[src/rtl/zrp_pkg.sv]
// constants, register map and carriers for the zero-return pulse output block
package zrp_pkg;
	// clock and timing
	localparam int unsigned CLK_HZ = 50_000_000;
	localparam int unsigned FIXED_HIGH_NS = 2500;
	localparam int unsigned FIXED_HIGH_CYC = (FIXED_HIGH_NS * (CLK_HZ / 1_000_000) + 999) / 1000;
	localparam int unsigned FULL_DUTY_MAX_HZ = 100_000;
	localparam int unsigned MAX_HZ = 200_000;
	localparam int unsigned CYC_PER_MS = CLK_HZ / 1000;
	localparam int unsigned CLEAR_WIDTH_US = 1000;
	// widths
	localparam int unsigned SPD_W = 18;
	localparam int unsigned ACC_W = 27;
	localparam int unsigned POS_W = 32;
	// register byte addresses
	localparam logic [7:0] REG_CTRL = 8'h00;
	localparam logic [7:0] REG_HOME_SPEED = 8'h04;
	localparam logic [7:0] REG_CREEP_SPEED = 8'h08;
	localparam logic [7:0] REG_CONFIG = 8'h0c;
	localparam logic [7:0] REG_HOME_ADDR = 8'h10;
	localparam logic [7:0] REG_ZERO_COUNT = 8'h14;
	localparam logic [7:0] REG_DECEL_TIME = 8'h18;
	localparam logic [7:0] REG_STATUS = 8'h1c;
	localparam logic [7:0] REG_POSITION = 8'h20;
	localparam logic [7:0] REG_DRIVE_SPEED = 8'h24;
	// control bit positions
	localparam int unsigned CTRL_RUN_FWD = 0;
	localparam int unsigned CTRL_RUN_REV = 1;
	localparam int unsigned CTRL_HOME_REQ = 4;
	// count start selections
	localparam logic [1:0] CNT_LEADING = 2'h0;
	localparam logic [1:0] CNT_TRAILING = 2'h1;
	localparam logic [1:0] CNT_NO_SWITCH = 2'h2;
	// configuration word, high bits first
	typedef struct packed {
		logic limits_wired;            // bit 6
		logic [2:0] switch_polarity;   // bits 5:3 rev limit, fwd limit, near; 1 = normally closed
		logic [1:0] count_start;       // bits 2:1
		logic home_reverse;            // bit 0
	} zrp_cfg_s;
	localparam int unsigned CFG_W = 7;
	localparam logic [CFG_W-1:0] CFG_RESET = 7'h41;
	localparam int unsigned POL_NEAR = 0;
	localparam int unsigned POL_FWD = 1;
	localparam int unsigned POL_REV = 2;
	// parameter reset values
	localparam logic [SPD_W-1:0] HOME_SPEED_RESET = 18'h02710;
	localparam logic [SPD_W-1:0] CREEP_SPEED_RESET = 18'h003e8;
	localparam logic [15:0] ZERO_COUNT_RESET = 16'h0001;
	localparam logic [15:0] DECEL_TIME_RESET = 16'h0064;
	// register port request
	typedef struct packed {
		logic [7:0] addr;
		logic [31:0] wdata;
		logic wr;
		logic rd;
	} zrp_bus_s;
endpackage

[src/rtl/zrp_zero_return.sv]
// zero-return sequencer, pulse shaper and present-position register for one axis
//
// Decided for this implementation: strobed register access and the register offsets.
`timescale 1ns/1ns
`default_nettype none
module zrp_zero_return #(
	parameter bit TWO_AXIS = 1'b1,
	parameter int unsigned CLEAR_CYC = zrp_pkg::CLEAR_WIDTH_US * (zrp_pkg::CLK_HZ / 1_000_000)
) (
	// clock and reset
	input wire logic clk_sys_i,
	input wire logic rst_n_i,
	// register port
	input wire zrp_pkg::zrp_bus_s bus_i,
	output logic [31:0] rdata_o,
	// mode and start sources
	input wire logic hand_operation_mode_i,
	input wire logic end_step_standby_i,
	input wire logic home_request_input_i,
	input wire logic home_instruction_i,
	input wire logic subtask_home_request_i,
	input wire logic interp_drive_i,
	// switches and zero pulse
	input wire logic near_point_switch_i,
	input wire logic forward_limit_switch_i,
	input wire logic reverse_limit_switch_i,
	input wire logic zero_point_pulse_i,
	// drive outputs
	output logic fwd_pulse_o,
	output logic rev_pulse_o,
	output logic drive_deviation_clear_output_o,
	output logic home_done_flag_o
);
	initial
	begin
		if (CLEAR_CYC < 1 || CLEAR_CYC > 32'h00ffffff)
			$error("zrp_zero_return: CLEAR_CYC out of range");
	end

	typedef enum logic [2:0] {ST_IDLE, ST_ESCAPE, ST_TRAVEL, ST_SEARCH, ST_DECEL, ST_CREEP, ST_CLEAR} zrp_state_e;

	// register storage
	logic [1:0] run_ff;                    // continuous drive fwd/rev
	logic [zrp_pkg::SPD_W-1:0] home_speed_ff;
	logic [zrp_pkg::SPD_W-1:0] creep_speed_ff;
	logic [zrp_pkg::SPD_W-1:0] drive_speed_ff;
	zrp_pkg::zrp_cfg_s cfg_ff;
	logic [zrp_pkg::POS_W-1:0] home_addr_ff;
	logic [15:0] zero_count_ff;
	logic [15:0] decel_time_ff;
	logic host_req_ff;                     // one-cycle host request
	// sequencer state
	zrp_state_e state_ff;
	logic [zrp_pkg::SPD_W-1:0] freq_ff;    // present output frequency
	logic dir_rev_ff;                      // 1 = reverse pulses
	logic [15:0] zcount_ff;                // zero pulses seen
	logic counting_ff;                     // zero pulse counting open
	logic seen_near_ff;                    // search: switch met on the way back
	logic search_fail_ff;                  // limit hit, no search allowed
	logic [23:0] clr_cnt_ff;
	logic [zrp_pkg::ACC_W-1:0] ramp_acc_ff;
	// pulse shaper
	logic [zrp_pkg::ACC_W-1:0] phase_ff;
	logic [7:0] hi_cnt_ff;
	logic pulse_ff;
	logic pulse_rev_ff;
	logic [zrp_pkg::POS_W-1:0] position_ff;
	// input capture
	logic zp_meta_ff;
	logic zp_sync_ff;
	logic zp_last_ff;
	logic near_last_ff;
	logic req_last_ff;
	logic done_ff;
	logic clr_out_ff;
	logic fwd_ff;                          // registered forward pin
	logic rev_ff;                          // registered reverse pin
	logic [31:0] rdata_ff;

	// polarity-corrected switch levels
	logic near_act;
	logic fwd_lim_act;
	logic rev_lim_act;
	logic lim_ahead;
	logic near_rise;
	logic near_fall;
	logic zp_rise;
	logic req_any;
	logic req_start;
	logic moving;
	logic wrap;
	logic fixed_high;
	logic [zrp_pkg::ACC_W-1:0] phase_sum;
	logic [zrp_pkg::ACC_W-1:0] nxt_phase;
	logic [zrp_pkg::ACC_W-1:0] decel_cyc;
	logic [zrp_pkg::SPD_W-1:0] diff_spd;

	localparam logic [zrp_pkg::ACC_W-1:0] CLK_HZ_W = zrp_pkg::ACC_W'(zrp_pkg::CLK_HZ);
	localparam logic [zrp_pkg::ACC_W-1:0] HALF_W = zrp_pkg::ACC_W'(zrp_pkg::CLK_HZ / 2);
	localparam logic [7:0] FIXED_HIGH_W = 8'(zrp_pkg::FIXED_HIGH_CYC);
	localparam logic [zrp_pkg::SPD_W-1:0] FULL_DUTY_W = zrp_pkg::SPD_W'(zrp_pkg::FULL_DUTY_MAX_HZ);
	localparam logic [zrp_pkg::SPD_W-1:0] MAX_HZ_W = zrp_pkg::SPD_W'(zrp_pkg::MAX_HZ);
	localparam logic [23:0] CLEAR_W = 24'(CLEAR_CYC);
	localparam logic [zrp_pkg::ACC_W-1:0] CYC_MS_W = zrp_pkg::ACC_W'(zrp_pkg::CYC_PER_MS);

	// switch polarity and edges
	always_comb
	begin
		near_act = near_point_switch_i ^ cfg_ff.switch_polarity[zrp_pkg::POL_NEAR];
		fwd_lim_act = forward_limit_switch_i ^ cfg_ff.switch_polarity[zrp_pkg::POL_FWD];
		rev_lim_act = reverse_limit_switch_i ^ cfg_ff.switch_polarity[zrp_pkg::POL_REV];
		lim_ahead = dir_rev_ff ? rev_lim_act : fwd_lim_act;
		near_rise = near_act && !near_last_ff;
		near_fall = !near_act && near_last_ff;
		zp_rise = zp_sync_ff && !zp_last_ff;
		decel_cyc = zrp_pkg::ACC_W'(decel_time_ff * CYC_MS_W);
		diff_spd = (home_speed_ff > creep_speed_ff) ? home_speed_ff - creep_speed_ff : '0;
	end

	// start sources gated by operating mode
	always_comb
	begin
		if (hand_operation_mode_i)
			req_any = home_request_input_i || host_req_ff;
		else
			req_any = ((home_request_input_i || host_req_ff) && end_step_standby_i)
				|| home_instruction_i
				|| subtask_home_request_i;
		req_start = req_any && !req_last_ff && state_ff == ST_IDLE;
	end

	// register writes
	always_ff @(posedge clk_sys_i or negedge rst_n_i)
	begin
		if (!rst_n_i)
		begin
			run_ff <= 2'h0;
			home_speed_ff <= zrp_pkg::HOME_SPEED_RESET;
			creep_speed_ff <= zrp_pkg::CREEP_SPEED_RESET;
			drive_speed_ff <= zrp_pkg::HOME_SPEED_RESET;
			cfg_ff <= zrp_pkg::CFG_RESET;
			home_addr_ff <= '0;
			zero_count_ff <= zrp_pkg::ZERO_COUNT_RESET;
			decel_time_ff <= zrp_pkg::DECEL_TIME_RESET;
			host_req_ff <= 1'b0;
		end
		else
		begin
			host_req_ff <= 1'b0;
			if (bus_i.wr)
			begin
				case (bus_i.addr)
					zrp_pkg::REG_CTRL:
					begin
						run_ff <= {bus_i.wdata[zrp_pkg::CTRL_RUN_REV], bus_i.wdata[zrp_pkg::CTRL_RUN_FWD]};
						host_req_ff <= bus_i.wdata[zrp_pkg::CTRL_HOME_REQ];
					end
					zrp_pkg::REG_HOME_SPEED: home_speed_ff <= bus_i.wdata[zrp_pkg::SPD_W-1:0];
					zrp_pkg::REG_CREEP_SPEED: creep_speed_ff <= bus_i.wdata[zrp_pkg::SPD_W-1:0];
					zrp_pkg::REG_DRIVE_SPEED: drive_speed_ff <= bus_i.wdata[zrp_pkg::SPD_W-1:0];
					zrp_pkg::REG_CONFIG: cfg_ff <= bus_i.wdata[zrp_pkg::CFG_W-1:0];
					zrp_pkg::REG_HOME_ADDR: home_addr_ff <= bus_i.wdata;
					zrp_pkg::REG_ZERO_COUNT: zero_count_ff <= bus_i.wdata[15:0];
					zrp_pkg::REG_DECEL_TIME: decel_time_ff <= bus_i.wdata[15:0];
					default: ;
				endcase
			end
		end
	end

	// register reads, data one cycle after the strobe
	always_ff @(posedge clk_sys_i or negedge rst_n_i)
	begin
		if (!rst_n_i)
			rdata_ff <= 32'h0;
		else if (bus_i.rd)
		begin
			case (bus_i.addr)
				zrp_pkg::REG_CTRL: rdata_ff <= {30'h0, run_ff};
				zrp_pkg::REG_HOME_SPEED: rdata_ff <= 32'(home_speed_ff);
				zrp_pkg::REG_CREEP_SPEED: rdata_ff <= 32'(creep_speed_ff);
				zrp_pkg::REG_DRIVE_SPEED: rdata_ff <= 32'(drive_speed_ff);
				zrp_pkg::REG_CONFIG: rdata_ff <= 32'(cfg_ff);
				zrp_pkg::REG_HOME_ADDR: rdata_ff <= home_addr_ff;
				zrp_pkg::REG_ZERO_COUNT: rdata_ff <= {16'h0, zero_count_ff};
				zrp_pkg::REG_DECEL_TIME: rdata_ff <= {16'h0, decel_time_ff};
				zrp_pkg::REG_STATUS: rdata_ff <= {8'(zcount_ff), 14'h0, 3'(state_ff), search_fail_ff,
					dir_rev_ff, moving, clr_out_ff, done_ff, 2'h0};
				zrp_pkg::REG_POSITION: rdata_ff <= position_ff;
				default: rdata_ff <= 32'h0; // unmapped reads zero
			endcase
		end
		else
			rdata_ff <= 32'h0;
	end

	// input capture: zero pulse synchroniser, edge history
	always_ff @(posedge clk_sys_i or negedge rst_n_i)
	begin
		if (!rst_n_i)
		begin
			zp_meta_ff <= 1'b0;
			zp_sync_ff <= 1'b0;
			zp_last_ff <= 1'b0;
			near_last_ff <= 1'b0;
			req_last_ff <= 1'b0;
		end
		else
		begin
			zp_meta_ff <= zero_point_pulse_i;
			zp_sync_ff <= zp_meta_ff;
			zp_last_ff <= zp_sync_ff;
			near_last_ff <= near_act;
			req_last_ff <= req_any;
		end
	end

	// zero-return sequencer
	always_ff @(posedge clk_sys_i or negedge rst_n_i)
	begin
		if (!rst_n_i)
		begin
			state_ff <= ST_IDLE;
			dir_rev_ff <= 1'b0;
			zcount_ff <= 16'h0;
			counting_ff <= 1'b0;
			seen_near_ff <= 1'b0;
			search_fail_ff <= 1'b0;
			clr_cnt_ff <= 24'h0;
		end
		else
		begin
			case (state_ff)
				ST_IDLE:
				begin
					if (req_start)
					begin
						zcount_ff <= 16'h0;
						counting_ff <= 1'b0;
						search_fail_ff <= 1'b0;
						if (cfg_ff.count_start == zrp_pkg::CNT_NO_SWITCH)
						begin
							clr_cnt_ff <= CLEAR_W;
							state_ff <= ST_CLEAR;
						end
						else if (near_act)
						begin
							dir_rev_ff <= !cfg_ff.home_reverse;
							state_ff <= ST_ESCAPE;
						end
						else
						begin
							dir_rev_ff <= cfg_ff.home_reverse;
							state_ff <= ST_TRAVEL;
						end
					end
					else
						dir_rev_ff <= run_ff[1];
				end
				ST_ESCAPE:
				begin
					// back off the switch, then approach it again
					if (!near_act)
					begin
						dir_rev_ff <= cfg_ff.home_reverse;
						state_ff <= ST_TRAVEL;
					end
				end
				ST_TRAVEL:
				begin
					if (near_rise)
					begin
						counting_ff <= (cfg_ff.count_start == zrp_pkg::CNT_LEADING);
						state_ff <= ST_DECEL;
					end
					else if (lim_ahead)
					begin
						if (cfg_ff.limits_wired)
						begin
							dir_rev_ff <= !cfg_ff.home_reverse;
							seen_near_ff <= 1'b0;
							state_ff <= ST_SEARCH;
						end
						else
						begin
							search_fail_ff <= 1'b1;
							state_ff <= ST_IDLE;
						end
					end
				end
				ST_SEARCH:
				begin
					// run back until the switch is met and left behind
					if (near_rise)
						seen_near_ff <= 1'b1;
					if (seen_near_ff && near_fall)
					begin
						dir_rev_ff <= cfg_ff.home_reverse;
						state_ff <= ST_TRAVEL;
					end
				end
				ST_DECEL, ST_CREEP:
				begin
					if (state_ff == ST_DECEL && freq_ff <= creep_speed_ff)
						state_ff <= ST_CREEP;
					if (!counting_ff && near_fall)
						counting_ff <= 1'b1;
					if (counting_ff && zp_rise)
					begin
						zcount_ff <= zcount_ff + 16'h1;
						if (zcount_ff + 16'h1 >= zero_count_ff)
						begin
							clr_cnt_ff <= CLEAR_W;
							state_ff <= ST_CLEAR;
						end
					end
				end
				ST_CLEAR:
				begin
					// clear time starts once the last pulse has ended
					if (!pulse_ff)
					begin
						if (clr_cnt_ff <= 24'h1)
							state_ff <= ST_IDLE;
						clr_cnt_ff <= clr_cnt_ff - 24'h1;
					end
				end
				default: state_ff <= ST_IDLE;
			endcase
		end
	end

	// output frequency: home speed, linear ramp, creep, or plain drive
	always_ff @(posedge clk_sys_i or negedge rst_n_i)
	begin
		if (!rst_n_i)
		begin
			freq_ff <= '0;
			ramp_acc_ff <= '0;
		end
		else
		begin
			case (state_ff)
				ST_ESCAPE, ST_TRAVEL, ST_SEARCH:
				begin
					freq_ff <= home_speed_ff;
					ramp_acc_ff <= '0;
				end
				ST_DECEL:
				begin
					if (decel_cyc == '0 || freq_ff <= creep_speed_ff)
						freq_ff <= creep_speed_ff;
					else if (ramp_acc_ff + zrp_pkg::ACC_W'(diff_spd) >= decel_cyc)
					begin
						ramp_acc_ff <= ramp_acc_ff + zrp_pkg::ACC_W'(diff_spd) - decel_cyc;
						freq_ff <= freq_ff - 1'b1;
					end
					else
						ramp_acc_ff <= ramp_acc_ff + zrp_pkg::ACC_W'(diff_spd);
				end
				ST_CREEP: freq_ff <= creep_speed_ff;
				ST_IDLE: freq_ff <= (run_ff != 2'h0) ? drive_speed_ff : '0;
				default: freq_ff <= '0; // clear: travel stopped
			endcase
			if (freq_ff > MAX_HZ_W)
				freq_ff <= MAX_HZ_W;
			// a stop lets the running pulse keep its full high time
			if (pulse_ff && (state_ff == ST_CLEAR || (state_ff == ST_IDLE && run_ff == 2'h0)))
				freq_ff <= freq_ff;
		end
	end

	// phase accumulator: one period every CLK_HZ/freq cycles
	always_comb
	begin
		moving = freq_ff != '0;
		phase_sum = phase_ff + zrp_pkg::ACC_W'(freq_ff);
		wrap = moving && phase_sum >= CLK_HZ_W;
		nxt_phase = wrap ? phase_sum - CLK_HZ_W : phase_sum;
		fixed_high = TWO_AXIS && !interp_drive_i && freq_ff > FULL_DUTY_W;
	end

	// pulse shaping
	always_ff @(posedge clk_sys_i or negedge rst_n_i)
	begin
		if (!rst_n_i)
		begin
			phase_ff <= HALF_W;
			hi_cnt_ff <= 8'h0;
			pulse_ff <= 1'b0;
			pulse_rev_ff <= 1'b0;
		end
		else if (!moving)
		begin
			phase_ff <= HALF_W; // first edge one half period after start
			hi_cnt_ff <= 8'h0;
			pulse_ff <= 1'b0;
		end
		else
		begin
			phase_ff <= nxt_phase;
			if (wrap)
			begin
				pulse_rev_ff <= dir_rev_ff;
				hi_cnt_ff <= FIXED_HIGH_W;
			end
			else if (hi_cnt_ff != 8'h0)
				hi_cnt_ff <= hi_cnt_ff - 8'h1;
			if (fixed_high)
				pulse_ff <= wrap || hi_cnt_ff > 8'h1;
			else
				pulse_ff <= wrap || (pulse_ff && nxt_phase < HALF_W);
		end
	end

	// present position: counts own pulses, loaded at home end
	always_ff @(posedge clk_sys_i or negedge rst_n_i)
	begin
		if (!rst_n_i)
			position_ff <= '0;
		else if (state_ff == ST_CLEAR && clr_cnt_ff == CLEAR_W)
			position_ff <= home_addr_ff;
		else if (wrap)
			position_ff <= dir_rev_ff ? position_ff - 1'b1 : position_ff + 1'b1;
	end

	// done flag and clear output
	always_ff @(posedge clk_sys_i or negedge rst_n_i)
	begin
		if (!rst_n_i)
		begin
			done_ff <= 1'b0;
			clr_out_ff <= 1'b0;
		end
		else
		begin
			clr_out_ff <= state_ff == ST_CLEAR && !pulse_ff;
			if (clr_out_ff && state_ff != ST_CLEAR)
				done_ff <= 1'b1;
			else if (req_start)
				done_ff <= 1'b0;
		end
	end

	// pulse pins from flops, split by direction
	always_ff @(posedge clk_sys_i or negedge rst_n_i)
	begin
		if (!rst_n_i)
		begin
			fwd_ff <= 1'b0;
			rev_ff <= 1'b0;
		end
		else
		begin
			fwd_ff <= pulse_ff && !pulse_rev_ff;
			rev_ff <= pulse_ff && pulse_rev_ff;
		end
	end

	assign fwd_pulse_o = fwd_ff;
	assign rev_pulse_o = rev_ff;
	assign drive_deviation_clear_output_o = clr_out_ff;
	assign home_done_flag_o = done_ff;
	assign rdata_o = rdata_ff;
endmodule // zrp_zero_return
`default_nettype wire

[config.mk]
export PLATFORM = sky130hd
export DESIGN_NAME = zrp_zero_return
export DESIGN_NICKNAME = d
export VERILOG_FILES = /design/src/rtl/zrp_pkg.sv /design/src/rtl/zrp_zero_return.sv
export SDC_FILE = /design/constraint.sdc
export NUM_CORES = 1
export LEC_CHECK = 0
export CORE_MARGIN = 2
export CORE_UTILIZATION = 69
export CTS_CLUSTER_SIZE = 16
export DETAILED_ROUTE_END_ITERATION = 7
export DONT_BUFFER_PORTS = 1
export GPL_TIMING_DRIVEN = 0
export PLACE_DENSITY_LB_ADDON = 0.3
export SYNTH_ARGS = -nofsm -noshare
export SYNTH_HDL_FRONTEND = slang
export SYNTH_SLANG_ARGS = --single-unit
[constraint.sdc]
create_clock -name clk_sys_i -period 19.41 [get_ports clk_sys_i]
set_input_delay 3.882 -clock clk_sys_i [delete_from_list [all_inputs] [get_ports clk_sys_i]]
set_output_delay 3.882 -clock clk_sys_i [all_outputs]
set_load 0.01 [all_outputs]
# After elaboration in Yosys (flattened, before gate mapping)

Index checks and enable logic that the tools add are counted.

Flip-flop bits (word level): 330

Order comparisons: 10
Reduce and logical (&&, ||, !) cells: 73
Bitwise operators: 4
$mul: 1
$add $sub $neg: 11
Eq/ne operators: 38
Mux-type cells: 71

Operator list:

| kind                   | count |
|---|---|
| $pmux 32 s10           | 1 |
| $mux 32                | 4 |
| $mux 24                | 5 |
| $mux 27                | 4 |
| $mux 18                | 5 |
| $pmux 18 s4            | 1 |
| $pmux 24 s3            | 1 |
| $add 27x18->27         | 2 |
| $pmux 27 s2            | 1 |
| $mux 3                 | 11 |
| $add 32x1->32 const B  | 1 |
| $eq 8x5->1 const B     | 4 |
| $mux 16                | 2 |
| $ne 2x2->1 const B     | 16 |
| $pmux 16 s2            | 1 |
| $sub 32x1->32 const B  | 1 |
| $ge 27x26->1 const B   | 1 |
| $ge 27x27->1           | 1 |
| $logic_not 27->1       | 1 |
| $lt 27x25->1 const B   | 1 |
| $sub 27x26->27 const B | 1 |
| $sub 27x27->27         | 1 |
| $mux 1                 | 25 |
| $eq 24x16->1 const B   | 1 |
| 50 further kinds       | 116 |

# Depth between registers and ports, before layout

Gate-level depths: netlist of the first run.

Depth after elaboration: 9
Mapped depth: 48

# Least setup slack after synthesis of the first run

OpenSTA, ideal clock, no wires.

Kind: reg2reg
Start point: register creep_speed_ff[0] (netlist bit)
End point: register ramp_acc_ff[17] (netlist bit)
Clock period less this slack: 8.576 ns
Stages on the path, launching flop included: 48
Slack: 10.834 ns
Setup time: 0.083 ns
Arrival: 8.493 ns
Path through: dfrtp_1 ha_1 inv_1 fa_1 a21o_1 a21oi_1 o21ai_0 a21oi_1 o21bai_1 a21oi_1 nor2b_1 o21a_1 o21ai_0 o21ai_0 nor3_1 o21ai_0 o211ai_1 clkbuf_1 [... 12 more ...] o21ai_0 a21oi_1 nand3_1 xnor2_1 ha_1 a21o_1 a21oi_1 nor2b_1 o21a_1 or3_1 a211o_1 nand2_1 o21ai_0 a211oi_1 clkbuf_1 clkbuf_1 a21oi_1 o21ai_0

Cells in the longest elaborated chain, start to end: 7
Elaborated cells on any way between the ends: 13
Classes of those cells: add/sub: 3; order compare: 3; eq/ne: 1; mux: 4; reduce/logical: 2

RTL lines:

| what                                           | RTL line                                                               | RTL |
|---|---|---|
| from (decl)                                    | zrp_zero_return.sv:45                                                  | `logic [zrp_pkg::SPD_W-1:0] creep_speed_ff;` |
| from (signal assigned)                         | zrp_zero_return.sv:139                                                 | `creep_speed_ff <= zrp_pkg::CREEP_SPEED_RESET;` |
| from (signal assigned)                         | zrp_zero_return.sv:159                                                 | `zrp_pkg::REG_CREEP_SPEED: creep_speed_ff <= bus_i.wdata[zrp_pkg::SPD_W-1:0];` |
| $sub 18x18->18 or $gt 18x18->1 (tied branches) | zrp_zero_return.sv:117                                                 | `diff_spd = (home_speed_ff > creep_speed_ff) ? home_speed_ff - creep_speed_ff : '0;` |
| $mux 18                                        | zrp_zero_return.sv:117                                                 |  |
| $add 27x18->27                                 | zrp_zero_return.sv:353, zrp_zero_return.sv:355, zrp_zero_return.sv:359 |  |
| $sub 27x27->27 or $ge 27x27->1 (tied branches) | zrp_zero_return.sv:355, zrp_zero_return.sv:353                         |  |
| $mux 27                                        | zrp_zero_return.sv:353                                                 | `else if (ramp_acc_ff + zrp_pkg::ACC_W'(diff_spd) >= decel_cyc)` |
| $mux 27                                        | zrp_zero_return.sv:351                                                 | `if (decel_cyc == '0 \|\| freq_ff <= creep_speed_ff)` |
| $pmux 27 s2                                    | zrp_zero_return.sv:343                                                 | `case (state_ff)` |
| to (signal assigned)                           | zrp_zero_return.sv:355                                                 | `ramp_acc_ff <= ramp_acc_ff + zrp_pkg::ACC_W'(diff_spd) - decel_cyc;` |
| to (signal assigned)                           | zrp_zero_return.sv:359                                                 | `ramp_acc_ff <= ramp_acc_ff + zrp_pkg::ACC_W'(diff_spd);` |
| to (decl)                                      | zrp_zero_return.sv:61                                                  | `logic [zrp_pkg::ACC_W-1:0] ramp_acc_ff;` |

Parallel ways exist; a longest one is shown, timed or not. The select of a mux whose other input is x is not followed.
A chain may end at the register's enable or synchronous reset.

# Worst setup path after layout of the first run

Start point: register creep_speed_ff[0] (netlist bit)
End point: register freq_ff[14] (netlist bit)

Cells in the longest elaborated chain, start to end: 6
Elaborated cells on any way between the ends: 12
Classes of those cells: add/sub: 2; order compare: 3; eq/ne: 1; mux: 4; reduce/logical: 2

RTL lines:

| what                                           | RTL line               | RTL |
|---|---|---|
| $sub 18x18->18 or $gt 18x18->1 (tied branches) | zrp_zero_return.sv:117 |  |
| $mux 18                                        | zrp_zero_return.sv:117 |  |
| $add 27x18->27                                 | zrp_zero_return.sv:353 |  |
| $ge 27x27->1                                   | zrp_zero_return.sv:353 |  |
| $ne 4x1->1 (no line)                           | --                     |  |
| $reduce_and 2->1 (no line)                     | --                     |  |
| to (signal assigned)                           | zrp_zero_return.sv:352 | `freq_ff <= creep_speed_ff;` |
| to (signal assigned)                           | zrp_zero_return.sv:356 | `freq_ff <= freq_ff - 1'b1;` |
| to (signal assigned)                           | zrp_zero_return.sv:361 | `ST_CREEP: freq_ff <= creep_speed_ff;` |
| to (decl)                                      | zrp_zero_return.sv:54  | `logic [zrp_pkg::SPD_W-1:0] freq_ff;` |

Parallel ways exist; a longest one is shown, timed or not.

==> results of run 1 <==
[final cells by class]
cell class / count / share of cell area [%]
Multi-Input combinational cell: 2115 / 58.2
Timing Repair Buffer: 2 / 0.0833
Antenna cell: 2 / 0.0185
Clock inverter: 18 / 1.02
Clock buffer: 50 / 3.83
Inverter: 184 / 2.55
Buffer: 92 / 1.46
Sequential cell: 330 / 30.7
Tap cell: 461 / 2.13
[power by group]
part / internal [mW] / switching (mW)
Clock: 0.459 / 0.304
Sequential: 0.829 / 0.148
Combinational: 0.915 / 1.42
[how the worst min path moves through the flow]
stage | to | slack (ns) | depth (start not counted)
floorplan | zp_sync_ff$_DFF_PN0_ | 0.33 | 0
global placement | zp_sync_ff$_DFF_PN0_ | 0.35 | 0
detailed placement | zp_sync_ff$_DFF_PN0_ | 0.34 | 0
CTS | zp_sync_ff$_DFF_PN0_ | 0.36 | 0
global route | zp_sync_ff$_DFF_PN0_ | 0.37 | 0
finish | zp_sync_ff$_DFF_PN0_ | 0.36 | 0
[state kept, by name, summed over array words and instances, names as in the netlist, 3 cells and up]
register	count
position_ff	32
home_speed_ff	18
clr_cnt_ff	24
hi_cnt_ff	8
creep_speed_ff	18
drive_speed_ff	18
decel_time_ff	16
phase_ff	27
cfg_ff	7
freq_ff	18
zcount_ff	16
ramp_acc_ff	27
rdata_o	32
zero_count_ff	16
state_ff	3
home_addr_ff	32
[kinds of logic after synthesis]
group / Yosys count / synth area share, %
XOR/XNOR: 190 / 6.63
AO/OA/AOI/OAI: 712 / 19.1
buffers and inverters: 276 / 4.32
multiplexers: 139 / 6.20
AND/OR/NAND/NOR: 795 / 15.3
flip-flops: 330 / 33.0
adder cells (fa/ha/maj): 279 / 15.4
[critical path: cells and delay by family (launching register included)]
kind                     cells  cell delay (ns)
flip-flops                   1             0.49
AND/OR/NAND/NOR             11             1.90
AO/OA/AOI/OAI               27             6.45
buffers and inverters        3             0.47
XOR/XNOR                     1             0.27
adder cells (fa/ha/maj)      5             1.39
[Yosys cell counts (11+ instances only)]
master | count | area share, %
dfrtp_1 | 296 | 29
nor2_1 | 237 | 3.5
ha_1 | 230 | 11
nand2_1 | 200 | 3.0
inv_1 | 184 | 2.7
o21ai_0 | 171 | 3.4
a21oi_1 | 154 | 3.1
mux2_2 | 133 | 6.0
xnor2_1 | 105 | 3.7
xor2_1 | 85 | 3.0
nand3_1 | 75 | 1.5
clkbuf_1 | 73 | 1.1
nor3_1 | 59 | 1.2
a21o_1 | 51 | 1.5
fa_1 | 49 | 3.9
a22oi_1 | 47 | 1.4
a31oi_1 | 38 | 0.95
nor2b_1 | 35 | 0.87
dfstp_2 | 34 | 3.6
a222oi_1 | 30 | 1.2
and3_1 | 27 | 0.67
nand4_1 | 25 | 0.62
nand2b_1 | 24 | 0.60
o21a_1 | 20 | 0.60
a22o_1 | 19 | 0.66
a211oi_1 | 18 | 0.54
or3_1 | 17 | 0.42
and2_1 | 16 | 0.40
o21bai_1 | 16 | 0.48
o21ai_1 | 11 | 0.22
o22ai_1 | 11 | 0.27
or2_2 | 11 | 0.27
[layer usage]
metal / track usage (%) / vias to the layer above
met5: 0 / -
met4: 18.5 / 0
met3: 7.06 / 247
met2: 63.8 / 1190
met1: 51.8 / 10700
li1: - / 9914
[metrics by stage]
step | worst slack [ns] | std cells | area [um2]
final | 8.32 | 3254 | 27000
after global routing | 7.34 | 3253 | 27000
after CTS | 8.69 | 3252 | 27000
after detailed placement | 8.77 | 3184 | 25700
after global placement | 8.92 | 3182 | 25700
after floorplan | 10.83 | 2721 | 25100
==> results.py, run 1 <==
metrics = {
    "route": {
        "drtIter0Drc": 2312,
        "firstDrtPassIters": 8,
        "drc": 0,
        "wl_per_cell_um": 22.8,
        "wl_met2_mm": 34.0,
        "wl_met1_mm": 29.6,
        "ant_nets": 0,
        "viasPerCell": 6.79,
        "vias": 22100,
        "wirelength_mm": 74.3,
        "wl_met3_mm": 7.06,
        "routed.top_layer": "met4",
    },
    "clocking": {
        "ctsRootBufferMaster": "clkbuf_16",
        "cts_made_buffers": 38,
        "tritoncts": "built",
        "cts-resized-gates": 0,
        "clockBufferDepth": 3,
        "clock-sinks": 330,
        "holdBufCountCts": 0,
        "insertion_delay_ns": 0.55,
        "postCtsSetupBuffers": 0,
        "ctsHtreeMaxLevel": 2,
        "clkTransAtPathRegs_ns": 0.06,
    },
    "run": {
        "cap_violations": 0,
    },
    "layout": {
        "fin_nets": 3096,
        "drive_gt1_share_pct": 10.6,
        "seq_area_um2": 8300,
        "post-route-util_pct": 75.6,
        "final_cell_mix": "296 x dfrtp_1, 237 x nor2_1, 230 x ha_1",
        "fill_cells": 2524,
        "multi_input_area_um2": 15700,
        "area_growth_pct": 7.65,
        "layout_commonest_cell": "dfrtp_1",
    },
    "critical_path": {
        "required_ns": 19.87,
        "end_kind": "register",
        "cp-startpoint": "creep_speed_ff[0]$_DFFE_PN0P_",
        "slowest_delay_ns": 0.75,
        "r2r_end": "freq_ff[14]$_DFFE_PN0P_",
        "rrSetupSlack_ns": 8.32,
        "path_max_fanout": 10,
        "crit_type": "reg2reg",
        "r2r-start": "creep_speed_ff[0]$_DFFE_PN0P_",
        "start_kind": "register",
        "path_common_cell": "o21ai_0",
        "worstPathArrival_ns": 11.55,
        "cpMaxStageDelayCell": "o21ai_1",
        "r2r_cells": 47,
        "setup.worst_path.end": "freq_ff[14]$_DFFE_PN0P_",
    },
    "timing": {
        "finalSetupViolCount": 0,
        "period_share_pct": 57.1,
        "fin_worst_skew_ns": 0.0190,
        "rsz0062_at_grt": "false",
        "fmax_ghz": 0.0902,
        "hold_violations": 0,
        "slew_violations": 0,
        "tns_ns": 0,
        "fin_crit_ns": 11.09,
        "relSlewSlack_pct": 22.9,
        "hold_slack_ns": 0.360,
        "worstMarginPinSlew_ns": 1.15,
    },
    "place": {
        "numPortBuffers": 0,
        "gp_congestion": 1.01,
        "hpwl_mm": 56.3,
    },
    "power": {
        "power.density_nw_per_um2": 151,
        "finalPower_mw": 4.07,
        "power.leakage_nw": 12.7,
        "vdd_drop_max_mv": 0.132,
    },
    "logic_synthesis": {
        "yosys_warnings": 0,
        "syn_nets": 3054,
        "synth_seq_cells": 330,
        "syn_area_per_cell_um2": 9.23,
        "synth_edf_count": 0,
        "yosysUniqueCellTypes": 105,
        "ys_seq_area_share_pct": 33.0,
        "syn_area_um2": 25100,
        "ys.flop_type": "dfrtp_1",
        "synthArstFlopShare_pct": 100,
        "syn_inst": 2721,
    },
    "grt": {
        "grt_antenna_before_repair": 2,
        "grt_overflow": 0,
        "grt_pass1_vias": 22000,
        "grt_start_max_net_pins": 331,
        "grt_usage_pct": 39.4,
        "grt_pass1_wl_mm": 119,
    },
    "die": {
        "coreArea_um2": 35700,
        "io_pins": 90,
        "start_util_pct": 70.3,
        "die-area_um2": 37900,
        "die_y_um": 195,
        "fp.dieW_um": 195,
        "rows": 69,
    },
    "min_path": {
        "min_from": "zp_meta_ff$_DFF_PN0_",
        "hold_class": "reg2reg",
    },
    "status": {
        "outcome": "complete, no violations",
    },
}
No activity file was read; power rests on OpenSTA's default activity.
==> run 2: changes to the inputs <==
Settings changed: CORE_UTILIZATION 69 to 59.
Clock period 19.41 ns to 8.9 ns, I/O delays scaled along.
==> run 2 against run 1 <==
Design area up 1.6%; register-to-register slack worse by 7.8 ns; worst setup slack worse by 7.8 ns; final cell count up 2.7%; critical path depth up 1; worst hold slack worse by 0.011 ns.
==> results.py, run 2 (synthesis results as in run 1) <==
metrics = {
    "status": {
        "outcome": "complete, no violations",
    },
    "power": {
        "power.leakage_nw": 12.9,
        "power.density_nw_per_um2": 327,
        "vdd_drop_max_mv": 0.223,
    },
    "die": {
        "rows": 75,
        "io_pins": 90,
        "fp.dieW_um": 210,
        "die_y_um": 210,
        "coreArea_um2": 41900,
        "die-area_um2": 44200,
        "start_util_pct": 59.9,
    },
    "layout": {
        "post-route-util_pct": 65.5,
        "drive_gt1_share_pct": 12.5,
        "final_cell_mix": "294 x dfrtp_1, 236 x nor2_1, 226 x ha_1",
        "multi_input_area_um2": 15900,
        "layout_commonest_cell": "dfrtp_1",
        "seq_area_um2": 8300,
        "area_growth_pct": 9.38,
        "fill_cells": 3249,
        "design_area_um2": 27500,
        "fin_nets": 3110,
    },
    "route": {
        "wirelength_mm": 75.2,
        "drtIter0Drc": 2095,
        "wl_per_cell_um": 22.5,
        "drc": 0,
        "ant_nets": 0,
        "firstDrtPassIters": 7,
        "vias": 21800,
        "viasPerCell": 6.51,
    },
    "place": {
        "dp_slack_ns": -1.86,
        "gp_congestion": 1.00,
        "numPortBuffers": 0,
        "hpwl_mm": 56.7,
        "place_area_um2": 25800,
    },
    "timing": {
        "fin_crit_ns": 8.40,
        "hold_slack_ns": 0.349,
        "period_share_pct": 94.3,
        "tns_ns": 0,
        "fin_worst_skew_ns": 0.0232,
        "relSlewSlack_pct": 1.91,
        "slew_violations": 0,
        "fmax_ghz": 0.119,
        "rsz0062_at_grt": "false",
        "finalSetupViolCount": 0,
        "hold_violations": 0,
        "worst_slack_ns": 0.504,
        "worstMarginPinSlew_ns": 1.47,
    },
    "critical_path": {
        "crit_family": "compound AO/OA/AOI/OAI gates",
        "rrSetupSlack_ns": 0.50,
        "required_ns": 9.34,
        "r2r-start": "creep_speed_ff[0]$_DFFE_PN0P_",
        "setup.worst_path.end": "freq_ff[4]$_DFFE_PN0P_",
        "slowest_delay_ns": 0.44,
        "crit_buf_inv": 5,
        "cp_num_cells": 48,
        "end_kind": "register",
        "cpMaxStageDelayCell": "dfrtp_2",
        "r2r_cells": 48,
        "crit_type": "reg2reg",
        "start_kind": "register",
        "r2r_end": "freq_ff[4]$_DFFE_PN0P_",
        "cp-startpoint": "creep_speed_ff[0]$_DFFE_PN0P_",
        "path_max_fanout": 10,
        "worstPathArrival_ns": 8.84,
    },
    "clocking": {
        "clkTransAtPathRegs_ns": 0.06,
        "holdBufCountCts": 0,
        "ctsRootBufferMaster": "clkbuf_16",
        "cts_made_buffers": 37,
        "clock-sinks": 330,
        "insertion_delay_ns": 0.57,
        "tritoncts": "built",
        "ctsHtreeMaxLevel": 2,
        "clockBufferDepth": 3,
    },
    "grt": {
        "grt_start_max_net_pins": 331,
        "grt_pass1_vias": 21200,
        "grt_overflow": 0,
        "grt_antenna_before_repair": 1,
        "grt_usage_pct": 33.8,
        "grt_pass1_wl_mm": 117,
    },
    "min_path": {
        "hold_class": "reg2reg",
    },
    "run": {
        "cap_violations": 0,
    },
}
run 2: cell count changes in the layout (fill, tap and decap cells not counted), sizes merged:
cell	before	now
clkinv	10	4
diode	2	1
buf	21	41
inv	184	187
clkbuf	123	117
o21ai	184	185
run 2: layout make-up:
cell class	count	share of cell area, %
buffer	92	1.56
multi-input combinational	2116	58.0
timing repair buffer	16	0.437
tap	539	2.46
inverter	184	2.51
clock inverter	15	0.934
antenna	1	0.00911
sequential	330	30.2
clock buffer	50	3.84
run 2: power by group:
group,total (mW),internal (mW),switching [mW]
Clock,1.68,1.01,0.668
Sequential,2.14,1.81,0.336
Combinational,5.15,2.05,3.10
Total,8.98,4.87,4.10
run 2: repair_timing:
action | in CTS | in global routing
pin swaps | 4 | 16
endpoints found under the setup margin | 41 | 41
setup buffers | 9 | 6
gates cloned | 0 | 1
gates resized for setup | 28 | 47
run 2: stage by stage:
step,power [mW],std cells
global route,9.57,3343
global placement,6.89,3260
CTS,8.82,3335
floorplan,5.86,2721
detailed placement,7.05,3261
finish,8.98,3343
run 2: how the worst min path moves through the flow:
stage | startpoint | endpoint | slack (ns) | depth (start not counted)
after floorplan | zp_meta_ff$_DFF_PN0_ | zp_sync_ff$_DFF_PN0_ | 0.33 | 0
after global placement | zp_meta_ff$_DFF_PN0_ | zp_sync_ff$_DFF_PN0_ | 0.34 | 0
after detailed placement | zp_meta_ff$_DFF_PN0_ | zp_sync_ff$_DFF_PN0_ | 0.34 | 0
after CTS | zp_meta_ff$_DFF_PN0_ | zp_sync_ff$_DFF_PN0_ | 0.35 | 0
after global routing | zp_meta_ff$_DFF_PN0_ | zp_sync_ff$_DFF_PN0_ | 0.35 | 0
final | zp_meta_ff$_DFF_PN0_ | zp_sync_ff$_DFF_PN0_ | 0.35 | 0
run 2: worst register-to-register path, delay by kind of cell (launching register included):
family                     cells  cell delay (ns)
xor gates and xnor gates       1             0.25
and+or+nand+nor               11             1.48
buffers and inverters          5             0.76
adders and majority gates      5             1.22
DFF                            1             0.44
AOI/OAI and AO/OA             26             4.11
run 2: routing by layer:
| layer | up-vias | share of wire, % | GRT usage (%) |
|---|---|---|---|
| li1 | 9957 | - | - |
| met1 | 10600 | 41 | 44.8 |
| met2 | 970 | 47 | 54.4 |
| met3 | 196 | 7.6 | 4.66 |
| met4 | 0 | 4.7 | 17.2 |
| met5 | - | 0 | 0 |
